--- config.mk ---
export PLATFORM = sky130hd
export DESIGN_NAME = reset_sequencer
export DESIGN_NICKNAME = d
export VERILOG_FILES = /design/src/reset_seq_pkg.sv /design/src/reset_req_if.sv /design/src/reset_req_sync.sv /design/src/reset_sequencer.sv
export SDC_FILE = /design/constraint.sdc
export NUM_CORES = 1
export LEC_CHECK = 0
export BUFFER_PORTS_ARGS = -buffer_cell sky130_fd_sc_hd__buf_2
export CORE_UTILIZATION = 40
export DETAILED_ROUTE_END_ITERATION = 10
export SYNTH_ARGS = -nofsm -noshare
export SYNTH_HDL_FRONTEND = slang
export SYNTH_HIERARCHICAL = 1
export SYNTH_SLANG_ARGS = --single-unit
--- constraint.sdc ---
create_clock -name clk -period 5.05 [get_ports clk]
set_clock_uncertainty 0.05 [all_clocks]
set_input_delay 0.2525 -clock clk [delete_from_list [all_inputs] [get_ports clk]]
set_output_delay 0.2525 -clock clk [all_outputs]
set_load 0.01 [all_outputs]
--- src/reset_seq_pkg.sv ---
// constants and types for the chip reset input sequencer
// Behaviour
// - reset pin low holds core logic reset
// - latch boot strap on pin release
// - release internal reset after fixed clock count
// - pin-only reset leaves debug logic untouched
// - power-on detector asserts reset independently
// - reset output follows internal reset state
// - pull-up on unless disable bit set
// - high strap selects external boot unless secured
package reset_seq_pkg;
  localparam int unsigned RELEASE_COUNT   = 32;
  localparam int unsigned CNT_W           = 16;
  localparam logic [1:0]  SYNC_RESET_VAL  = 2'h0;
  localparam logic        STRAP_RESET_VAL = 1'h0;
  localparam logic        PUD_RESET_VAL   = 1'h0;

  typedef enum logic [1:0] {
    ST_HOLD    = 2'b00,
    ST_COUNT   = 2'b01,
    ST_RUN     = 2'b10
  } seq_state_t;

  typedef enum logic [1:0] {
    BOOT_INTERNAL = 2'b00,
    BOOT_EXTERNAL = 2'b01
  } boot_mode_t;
endpackage : reset_seq_pkg

--- src/reset_req_if.sv ---
// synchronised reset request passed between sync stage and sequencer
interface reset_req_if;
  logic req_sync;
  modport src (output req_sync);
  modport dst (input  req_sync);
endinterface : reset_req_if

--- src/reset_req_sync.sv ---
// two-stage synchroniser for the combined reset request
module reset_req_sync (
  input  wire logic  clk,
  input  wire logic  por_n,
  input  wire logic  reset_pin_n,
  reset_req_if.src   out
);
  typedef struct packed {
    logic s1;
    logic s2;
  } sync_st_t;

  sync_st_t st_r;
  sync_st_t st_nxt;
  logic     arst_n;

  // either source forces the chain; release is clocked out
  assign arst_n = por_n & reset_pin_n;

  always_comb begin
    st_nxt    = st_r;
    st_nxt.s1 = 1'h1;
    st_nxt.s2 = st_r.s1;
  end

  always_ff @(posedge clk or negedge arst_n) begin
    if (!arst_n) begin
      st_r <= reset_seq_pkg::SYNC_RESET_VAL;
    end else begin
      st_r <= st_nxt;
    end
  end

  // high means reset still requested
  assign out.req_sync = ~st_r.s2;
endmodule : reset_req_sync

--- src/reset_sequencer.sv ---
// chip reset sequencer: combine sources, delay release, latch boot strap
module reset_sequencer #(
  parameter int unsigned RELEASE_CYCLES = reset_seq_pkg::RELEASE_COUNT
) (
  input  wire logic  clk,
  input  wire logic  reset_n,
  input  wire logic  reset_pin_n,
  input  wire logic  test_reset_n,
  input  wire logic  boot_source_strap,
  input  wire logic  flash_secured,
  input  wire logic  pud_reset_bit_wr,
  input  wire logic  pud_reset_bit_val,
  output logic       core_reset_n,
  output logic       debug_reset_n,
  output logic       reset_state_out,
  output logic       pullup_enable,
  output logic       boot_external,
  output logic       strap_captured
);
  typedef struct packed {
    reset_seq_pkg::seq_state_t state;
    logic [reset_seq_pkg::CNT_W-1:0] cnt;
    logic                      strap;
    logic                      strap_vld;
    logic                      pud;
    logic                      rst_out;
  } seq_st_t;

  localparam logic [reset_seq_pkg::CNT_W-1:0] LAST_CNT =
    reset_seq_pkg::CNT_W'(RELEASE_CYCLES - 1);

  reset_req_if req_if ();
  seq_st_t     st_r;
  seq_st_t     st_nxt;

  // expiry decode shared by the counter and its check
  function automatic logic count_done(input seq_st_t s);
    return (s.state == reset_seq_pkg::ST_COUNT) && (s.cnt == LAST_CNT);
  endfunction : count_done

  // reset_n is the power-on detector output
  reset_req_sync u_sync (
    .clk         (clk),
    .por_n       (reset_n),
    .reset_pin_n (reset_pin_n),
    .out         (req_if.src)
  );

  always_comb begin
    st_nxt = st_r;
    if (req_if.req_sync) begin
      st_nxt.state   = reset_seq_pkg::ST_HOLD;
      st_nxt.cnt     = '0;
      st_nxt.rst_out = 1'h1;
    end else begin
      case (st_r.state)
        reset_seq_pkg::ST_HOLD: begin
          // first clean cycle after release: sample strap once
          st_nxt.strap     = boot_source_strap;
          st_nxt.strap_vld = 1'h1;
          st_nxt.state     = reset_seq_pkg::ST_COUNT;
          st_nxt.cnt       = '0;
        end
        reset_seq_pkg::ST_COUNT: begin
          if (count_done(st_r)) begin
            st_nxt.state   = reset_seq_pkg::ST_RUN;
            st_nxt.rst_out = 1'h0;
          end else begin
            st_nxt.cnt = st_r.cnt + 1'h1;
          end
        end
        reset_seq_pkg::ST_RUN: st_nxt.rst_out = 1'h0;
        default: st_nxt.state = reset_seq_pkg::ST_HOLD;
      endcase
    end
    // pull-up bit survives pin reset only if power is good; its own flop
    if (pud_reset_bit_wr && !st_r.rst_out) begin
      st_nxt.pud = pud_reset_bit_val;
    end
  end

  // whole state cleared only at power-on; pin path goes through sync
  always_ff @(posedge clk or negedge reset_n) begin
    if (!reset_n) begin
      st_r.state     <= reset_seq_pkg::ST_HOLD;
      st_r.cnt       <= '0;
      st_r.strap     <= reset_seq_pkg::STRAP_RESET_VAL;
      st_r.strap_vld <= 1'h0;
      st_r.pud       <= reset_seq_pkg::PUD_RESET_VAL;
      st_r.rst_out   <= 1'h1;
    end else begin
      st_r <= st_nxt;
    end
  end

  assign core_reset_n    = ~st_r.rst_out;
  assign reset_state_out = st_r.rst_out;
  // debug logic follows only the test reset, not the chip pin
  assign debug_reset_n   = test_reset_n;
  assign pullup_enable   = ~st_r.pud;
  assign boot_external   = st_r.strap & ~flash_secured;
  assign strap_captured  = st_r.strap_vld;

  property p_hold_in_reset;
    @(posedge clk) disable iff (!reset_n)
      req_if.req_sync |=> reset_state_out;
  endproperty
  a_hold_in_reset: assert property (p_hold_in_reset)
    else $error("reset output low during request");

  property p_release_delay;
    @(posedge clk) disable iff (!reset_n)
      $fell(req_if.req_sync) |-> reset_state_out[*2];
  endproperty
  a_release_delay: assert property (p_release_delay)
    else $error("reset released too early");

  property p_out_mirror;
    @(posedge clk) disable iff (!reset_n)
      reset_state_out == ~core_reset_n;
  endproperty
  a_out_mirror: assert property (p_out_mirror)
    else $error("reset output differs from internal reset");

  property p_strap;
    @(posedge clk) disable iff (!reset_n)
      (!req_if.req_sync && st_r.state == reset_seq_pkg::ST_HOLD)
        |=> st_r.strap == $past(boot_source_strap);
  endproperty
  a_strap: assert property (p_strap)
    else $error("boot strap not captured at release");

  property p_boot;
    @(posedge clk) disable iff (!reset_n)
      flash_secured |-> !boot_external;
  endproperty
  a_boot: assert property (p_boot)
    else $error("external boot while secured");

  property p_pullup;
    @(posedge clk) disable iff (!reset_n)
      (pud_reset_bit_wr && !reset_state_out)
        |=> pullup_enable == !$past(pud_reset_bit_val);
  endproperty
  a_pullup: assert property (p_pullup)
    else $error("pull-up does not follow disable bit");

  property p_debug;
    @(posedge clk) disable iff (!reset_n)
      debug_reset_n == test_reset_n;
  endproperty
  a_debug: assert property (p_debug)
    else $error("debug reset by chip pin");

  property p_sync_lat;
    @(posedge clk) disable iff (!reset_n)
      $rose(reset_pin_n) |-> ##[1:3] !req_if.req_sync;
  endproperty
  a_sync_lat: assert property (p_sync_lat)
    else $error("synchroniser latency wrong");

  property p_end_hold;
    @(posedge clk) disable iff (!reset_n)
      (count_done(st_r) && !req_if.req_sync) |=> !reset_state_out;
  endproperty
  a_end_hold: assert property (p_end_hold)
    else $error("reset not released at count expiry");

  // pin low reaches the output at the next edge, ahead of the sync
  property p_pin_hold;
    @(posedge clk) disable iff (!reset_n)
      !reset_pin_n |=> reset_state_out;
  endproperty
  a_pin_hold: assert property (p_pin_hold)
    else $error("reset output low while pin held");

  // a new request always restarts the delay from zero
  property p_cnt_reset;
    @(posedge clk) disable iff (!reset_n)
      req_if.req_sync |=> (st_r.cnt == '0);
  endproperty
  a_cnt_reset: assert property (p_cnt_reset)
    else $error("release counter not cleared by request");

  // strap frozen outside the capture cycle; later moves are ignored
  property p_strap_keep;
    @(posedge clk) disable iff (!reset_n)
      (st_r.state != reset_seq_pkg::ST_HOLD) |=> $stable(st_r.strap);
  endproperty
  a_strap_keep: assert property (p_strap_keep)
    else $error("boot strap changed outside capture");

  // only power-on clears the capture flag
  property p_strap_vld;
    @(posedge clk) disable iff (!reset_n)
      strap_captured |=> strap_captured;
  endproperty
  a_strap_vld: assert property (p_strap_vld)
    else $error("strap flag dropped without power-on");

  // writes during reset are lost; software must repeat them afterwards
  property p_pud_refused;
    @(posedge clk) disable iff (!reset_n)
      (pud_reset_bit_wr && reset_state_out) |=> $stable(pullup_enable);
  endproperty
  a_pud_refused: assert property (p_pud_refused)
    else $error("pull-up changed by write during reset");

  // once running, only a fresh request may bring reset back
  property p_run_stays;
    @(posedge clk) disable iff (!reset_n)
      (st_r.state == reset_seq_pkg::ST_RUN && !req_if.req_sync)
        |=> !reset_state_out;
  endproperty
  a_run_stays: assert property (p_run_stays)
    else $error("reset reasserted without a request");

  // open part with high strap must boot from outside
  property p_boot_open;
    @(posedge clk) disable iff (!reset_n)
      (st_r.strap && !flash_secured) |-> boot_external;
  endproperty
  a_boot_open: assert property (p_boot_open)
    else $error("high strap did not select external boot");

  // scenario coverage
  c_release: cover property (@(posedge clk) $fell(reset_state_out));
  c_pin_reset: cover property (@(posedge clk) $rose(reset_state_out));
  c_ext_boot: cover property (@(posedge clk) $rose(boot_external));
  c_pud: cover property (@(posedge clk) $fell(pullup_enable));
endmodule : reset_sequencer

Word level (Yosys, flattened, before mapping). Index checks and enable logic that the tools add are counted.

Bits in latches: 0. Input bits: 8. Output and inout port bits: 6. Memory bits (writable): 0. Memories: 0. Word-level logic and storage cells: 38. Register bits: 24. ROM bits: 0.

Order comparisons: 0. $mul: 0. Div/mod/pow operators: 0. Shift-type cells: 0. $add $sub $neg: 1. Muxes and demuxes: 8. Bitwise operators: 5. Equal/unequal tests: 8. Reductions and logical operators: 8.

Operators with widths (number): $pmux W16 S2 (1); $mux W18 (1); $add A16 B1 Y16 const B (1); $eq A16 B5 Y1 const B (1); $mux W16 (1); $ne A3 B3 Y1 const B (4); $reduce_and A2 Y1 (4); $pmux W2 S3 (1); $not A1 Y1 (3); $and A1 B1 Y1 (2); $eq A2 B1 Y1 const B (1); $eq A2 B2 Y1 const B (1); $logic_and A1 B1 Y1 (2); $logic_not A2 Y1 (1); $mux W1 (2); $mux W2 (1); $ne A2 B2 Y1 const B (1); $pmux W1 S2 (1); $logic_not A1 Y1 (1).

Depth between registers and ports, before layout.
Word-level depth: 5. Mapped depth: 7. Mapped depth without buffers: 5.

Cells and area by module. Netlist, hierarchy kept.

By module, submodules not included: reset_sequencer (cells an instance 137, sequential area each 551.8 µm², area an instance 1310.0 µm², times used 1); reset_req_sync (cells an instance 5, sequential area each 50.0 µm², area an instance 63.8 µm², times used 1).

Worst setup path after synthesis. No wires, ideal clock.

Path type: register to register. From: register st_r[4] in the netlist's numbering. To: register st_r[17] in the netlist's numbering. Setup slack: 3.332 ns. Cell stages (with the launch flop): 6. Required time: 4.876 ns. Clock period less this slack: 1.718 ns. Setup time: 0.124 ns. Path buffers: 0. Data arrival time: 1.544 ns. Path through: dfrtp_1 -> ha_1 -> and4_1 -> a41oi_2 -> nor2_1 -> a211o_1.

Longest elaborated chain between the ends: 4. Elaborated cells on any way between the ends: 8. Classes of those cells: 1 x add/sub; 2 x eq/ne; 3 x mux; 2 x reduce/logical.

RTL lines: from (decl) (RTL line reset_sequencer.sv:33) `seq_st_t st_r;`; from (signal assigned) (RTL line reset_sequencer.sv:92) `st_r <= st_nxt;`; $add A16 B1 Y16 or $eq A16 B5 Y1 (tied branches) (RTL line reset_sequencer.sv:69, reset_sequencer.sv:38); $mux W16 or $logic_and A1 B1 Y1 (tied branches) (RTL line reset_sequencer.sv:65, reset_sequencer.sv:38); $pmux W16 S2 or $ne A3 B3 Y1 (tied branches); $mux W18 or $reduce_and A2 Y1 (tied branches).

Parallel ways exist; a longest one is shown, timed or not. The select of a mux whose other input is x is not followed. A chain may end at the register's enable or synchronous reset.

Worst setup path in the final report.
From: register st_r[4] in the netlist's numbering. To: register st_r[9] in the netlist's numbering.

The elaborated chain is that of the path after synthesis.

==> flow_summary.json <==
{
  "status": "complete, no violations",
  "global_route.usage.met2": 0.308,
  "wl_mm": 3.11,
  "synth_warnings": 6,
  "antenna_found_initial": 0,
  "reg2reg_to": "st_r[9]$_DFFE_PN0P_",
  "rrSetupSlack_ns": 3.02,
  "r2r-start": "st_r[4]$_DFFE_PN0P_",
  "die_y_um": 60.6,
  "wire_per_inst_um": 16.1,
  "rows": 20,
  "grt_busiest_layer": "met2",
  "pwr_density_cell_nw_per_um2": 221,
  "cp_cell_sequence": "ha_1 > and4_1 > a41oi_2 > nand2_1 > o41ai_2",
  "grt_pass1_vias": 1124,
  "area_growth_pct": 8.11,
  "ctsLongestPathBuffers": 2,
  "route.detailed.drc": 0,
  "fin_crit_sh": 0.402,
  "slowest_stage": "dfrtp_1",
  "overflow": 0,
  "stdcell_count": 193,
  "setup_viol": 0,
  "grtUsageTotal": 0.196,
  "crit_family": "compound AO/OA/AOI/OAI gates",
  "insertedDiodeCount": 0,
  "worstSetupPathType": "reg -> reg",
  "min_from": "boot_source_strap",
  "yosys-top-cells-count": "23 x dfrtp_1, 10 x nand2_1, 9 x nand3_1, 8 x nand4_1, 7 x nor2_1",
  "fmax_ghz": 0.493,
  "die_area_um2": 3670,
  "crit_fanout": 9,
  "drt-pass1-iter-count": 4,
  "power_w": 0.000328,
  "root_buffer": "clkbuf_4",
  "core-area_um2": 3150,
  "synth-main-ff-cell": "dfrtp_1",
  "max_stage_delay_ns": 0.46,
  "ys_seq_area_frac": 0.438,
  "worst_setup_path_end_kind": "flip-flop",
  "ys_types": 50,
  "synth_top_cell_by_area": "dfrtp_1",
  "fillCellCount": 343,
  "yosys_register_bits": 24,
  "die_w_um": 60.6,
  "whs_path_depth": 2,
  "grt_max_degree": 24,
  "synth.most_common_cell": "dfrtp_1",
  "layout-drive-gt1-share": 0.195,
  "cp-start-kind": "flip-flop",
  "syn-num-nets": 151,
  "tns_ns": 0,
  "syn-cell-area_um2": 1370,
  "grt_pass1_wl_mm": 5.25,
  "cts_tree": "done",
  "place_congestion": 0.920,
  "htreeDepth": 1,
  "rsz0062_at_grt": "false",
  "path_clk_slew_ns": 0.14,
  "syn-instance-count": 142,
  "cts_buffers": 3,
  "power.leakage_nw": 0.641,
  "hold_viol_final": 0,
  "final_core_util": 0.471,
  "synth_edf_count": 0,
  "cap_viol_max_count": 0,
  "post_synth.cell_area_avg_um2": 9.67,
  "vias": 1161,
  "via_per_inst": 6.02,
  "worst_slew_pin_slew_ns": 0.552,
  "start_util": 0.436,
  "fin_crit_ns": 2.03,
  "vdd_drop_max_mv": 0.142,
  "ant_nets": 0,
  "synthArstFlopShare": 1.00,
  "postCtsSetupBuffers": 0,
  "hold_class": "in -> reg",
  "hold-path-endpoint": "st_r[3]$_DFFE_PN0P_",
  "worstPathArrival_ns": 2.21,
  "dp_cells": 187,
  "netlist.area_leader.share": 0.419,
  "nets": 159,
  "postCtsResizedCells": 0,
  "ys_top_cells_by_area": "dfrtp_1 42%, nand4_1 3.6%, nand3_1 3.3%",
  "clock_latency_ns": 0.33,
  "cts_sinks": 24,
  "drt_iter0_markers": 33,
  "met3_usage": 0.0213,
  "cp.required_ns": 5.23,
  "path_buf_inv": 0,
  "r2r_cells": 5,
  "slew_violations": 0,
  "io_buffers": 11,
  "slew_headroom": 0.631,
  "num_io_pins": 14,
  "grtUsageMet1": 0.263,
  "hpwl_mm": 2.18
}
[stage by stage]
| stage | hold WS [ns] | area [um2] | setup slack [ns] |
|---|---|---|---|
| 5_1_grt | 0.0878 | 1490 | 2.95 |
| 6_report | 0.0983 | 1490 | 3.02 |
| 3_3_place_gp | 0.0897 | 1430 | 3.20 |
| 2_1_floorplan | -0.0931 | 1370 | 3.33 |
| 4_1_cts | 0.0929 | 1490 | 3.06 |
| 3_5_place_dp | 0.0984 | 1430 | 3.10 |
[worst reg2reg max path, delay by kind of cell (launching register included)]
family,cells,cell delay [ns]
AO/OA/AOI/OAI,2,0.67
flip-flops,1,0.46
AND/OR/NAND/NOR,2,0.48
adder cells (fa/ha/maj),1,0.27
[power breakdown]
part | internal, W | total, W | switching (W)
Clock | 0.0000442 | 0.000105 | 0.0000605
Combinational | 0.00000987 | 0.0000246 | 0.0000148
Sequential | 0.000196 | 0.000199 | 0.00000287
Total | 0.000250 | 0.000328 | 0.0000781
[cells by family after synthesis]
family	Yosys count	synth area share
buffers and inverters	14	0.0510
XOR/XNOR	1	0.00638
flip-flops	24	0.438
AO/OA/AOI/OAI	31	0.168
adder cells (fa/ha/maj)	1	0.00911
multiplexers	4	0.0310
other	1	0.00273
AND/OR/NAND/NOR	66	0.293
[layer usage]
metal	share of wire	wire length, um	up-vias
li1	-	-	545
met1	0.45	1390	565
met2	0.48	1490	42
met3	0.049	151	9
met4	0.026	80	0
met5	0	0	-
[cell usage in the layout, fill, tap and decap left out, types with 2 or more instances in the layout]
cell type / Yosys / layout
nand4_1: 8 / 8
nand2b_1: 2 / 2
nor2_1: 7 / 7
o22ai_1: 5 / 5
inv_1: 4 / 4
nor3b_1: 2 / 2
o31ai_1: 2 / 2
dfrtp_1: 23 / 23
a21oi_1: 5 / 5
nor2b_1: 3 / 3
nor4_2: 2 / 2
mux2i_1: 2 / 2
mux2_2: 2 / 2
a211o_1: 2 / 2
nor3_1: 5 / 5
nand2_1: 10 / 10
a21o_1: 4 / 4
and2_1: 2 / 2
dlygate4sd3_1: 0 / 2
and3_1: 2 / 2
nor4_1: 4 / 4
a41oi_1: 2 / 2
o21ai_0: 3 / 3
buf_2: 4 / 11
clkbuf_4: 0 / 3
nand3_1: 9 / 9
[state kept, by name (all words and copies together), names as in the netlist]
signal           count
u_sync/st_r          1
reset_state_out      1
u_sync/st_nxt        1
st_r                20
strap_captured       1
[area by class of cell]
type,count,area (um2),share of cell area
Tap cell,44,55.1,0.0371
Clock buffer,4,36.3,0.0244
Inverter,4,15.0,0.0101
Sequential cell,24,602,0.405
Timing Repair Buffer,13,75.1,0.0505
Multi-Input combinational cell,104,702,0.473
[repair_timing]
| item | 4_1_cts | 5_1_grt |
|---|---|---|
| hold buffers | 2 | 0 |
| setup endpoints to repair | 0 | 0 |
| endpoints found under the hold margin | 23 | 0 |
[worst max path at each step]
| stage | start | to | slack (ns) | cells after the start |
|---|---|---|---|---|
| finish | st_r[4]$_DFFE_PN0P_ | st_r[9]$_DFFE_PN0P_ | 3.02 | 5 |
| global route | st_r[4]$_DFFE_PN0P_ | st_r[9]$_DFFE_PN0P_ | 2.95 | 5 |
| CTS | st_r[4]$_DFFE_PN0P_ | st_r[9]$_DFFE_PN0P_ | 3.06 | 5 |
| detailed placement | st_r[4]$_DFFE_PN0P_ | st_r[9]$_DFFE_PN0P_ | 3.10 | 5 |
| global placement | st_r[4]$_DFFE_PN0P_ | st_r[17]$_DFFE_PN0P_ | 3.20 | 5 |
| floorplan | st_r[4]$_DFFE_PN0P_ | st_r[17]$_DFFE_PN0P_ | 3.33 | 5 |
(Power assumes the default switching activity.)
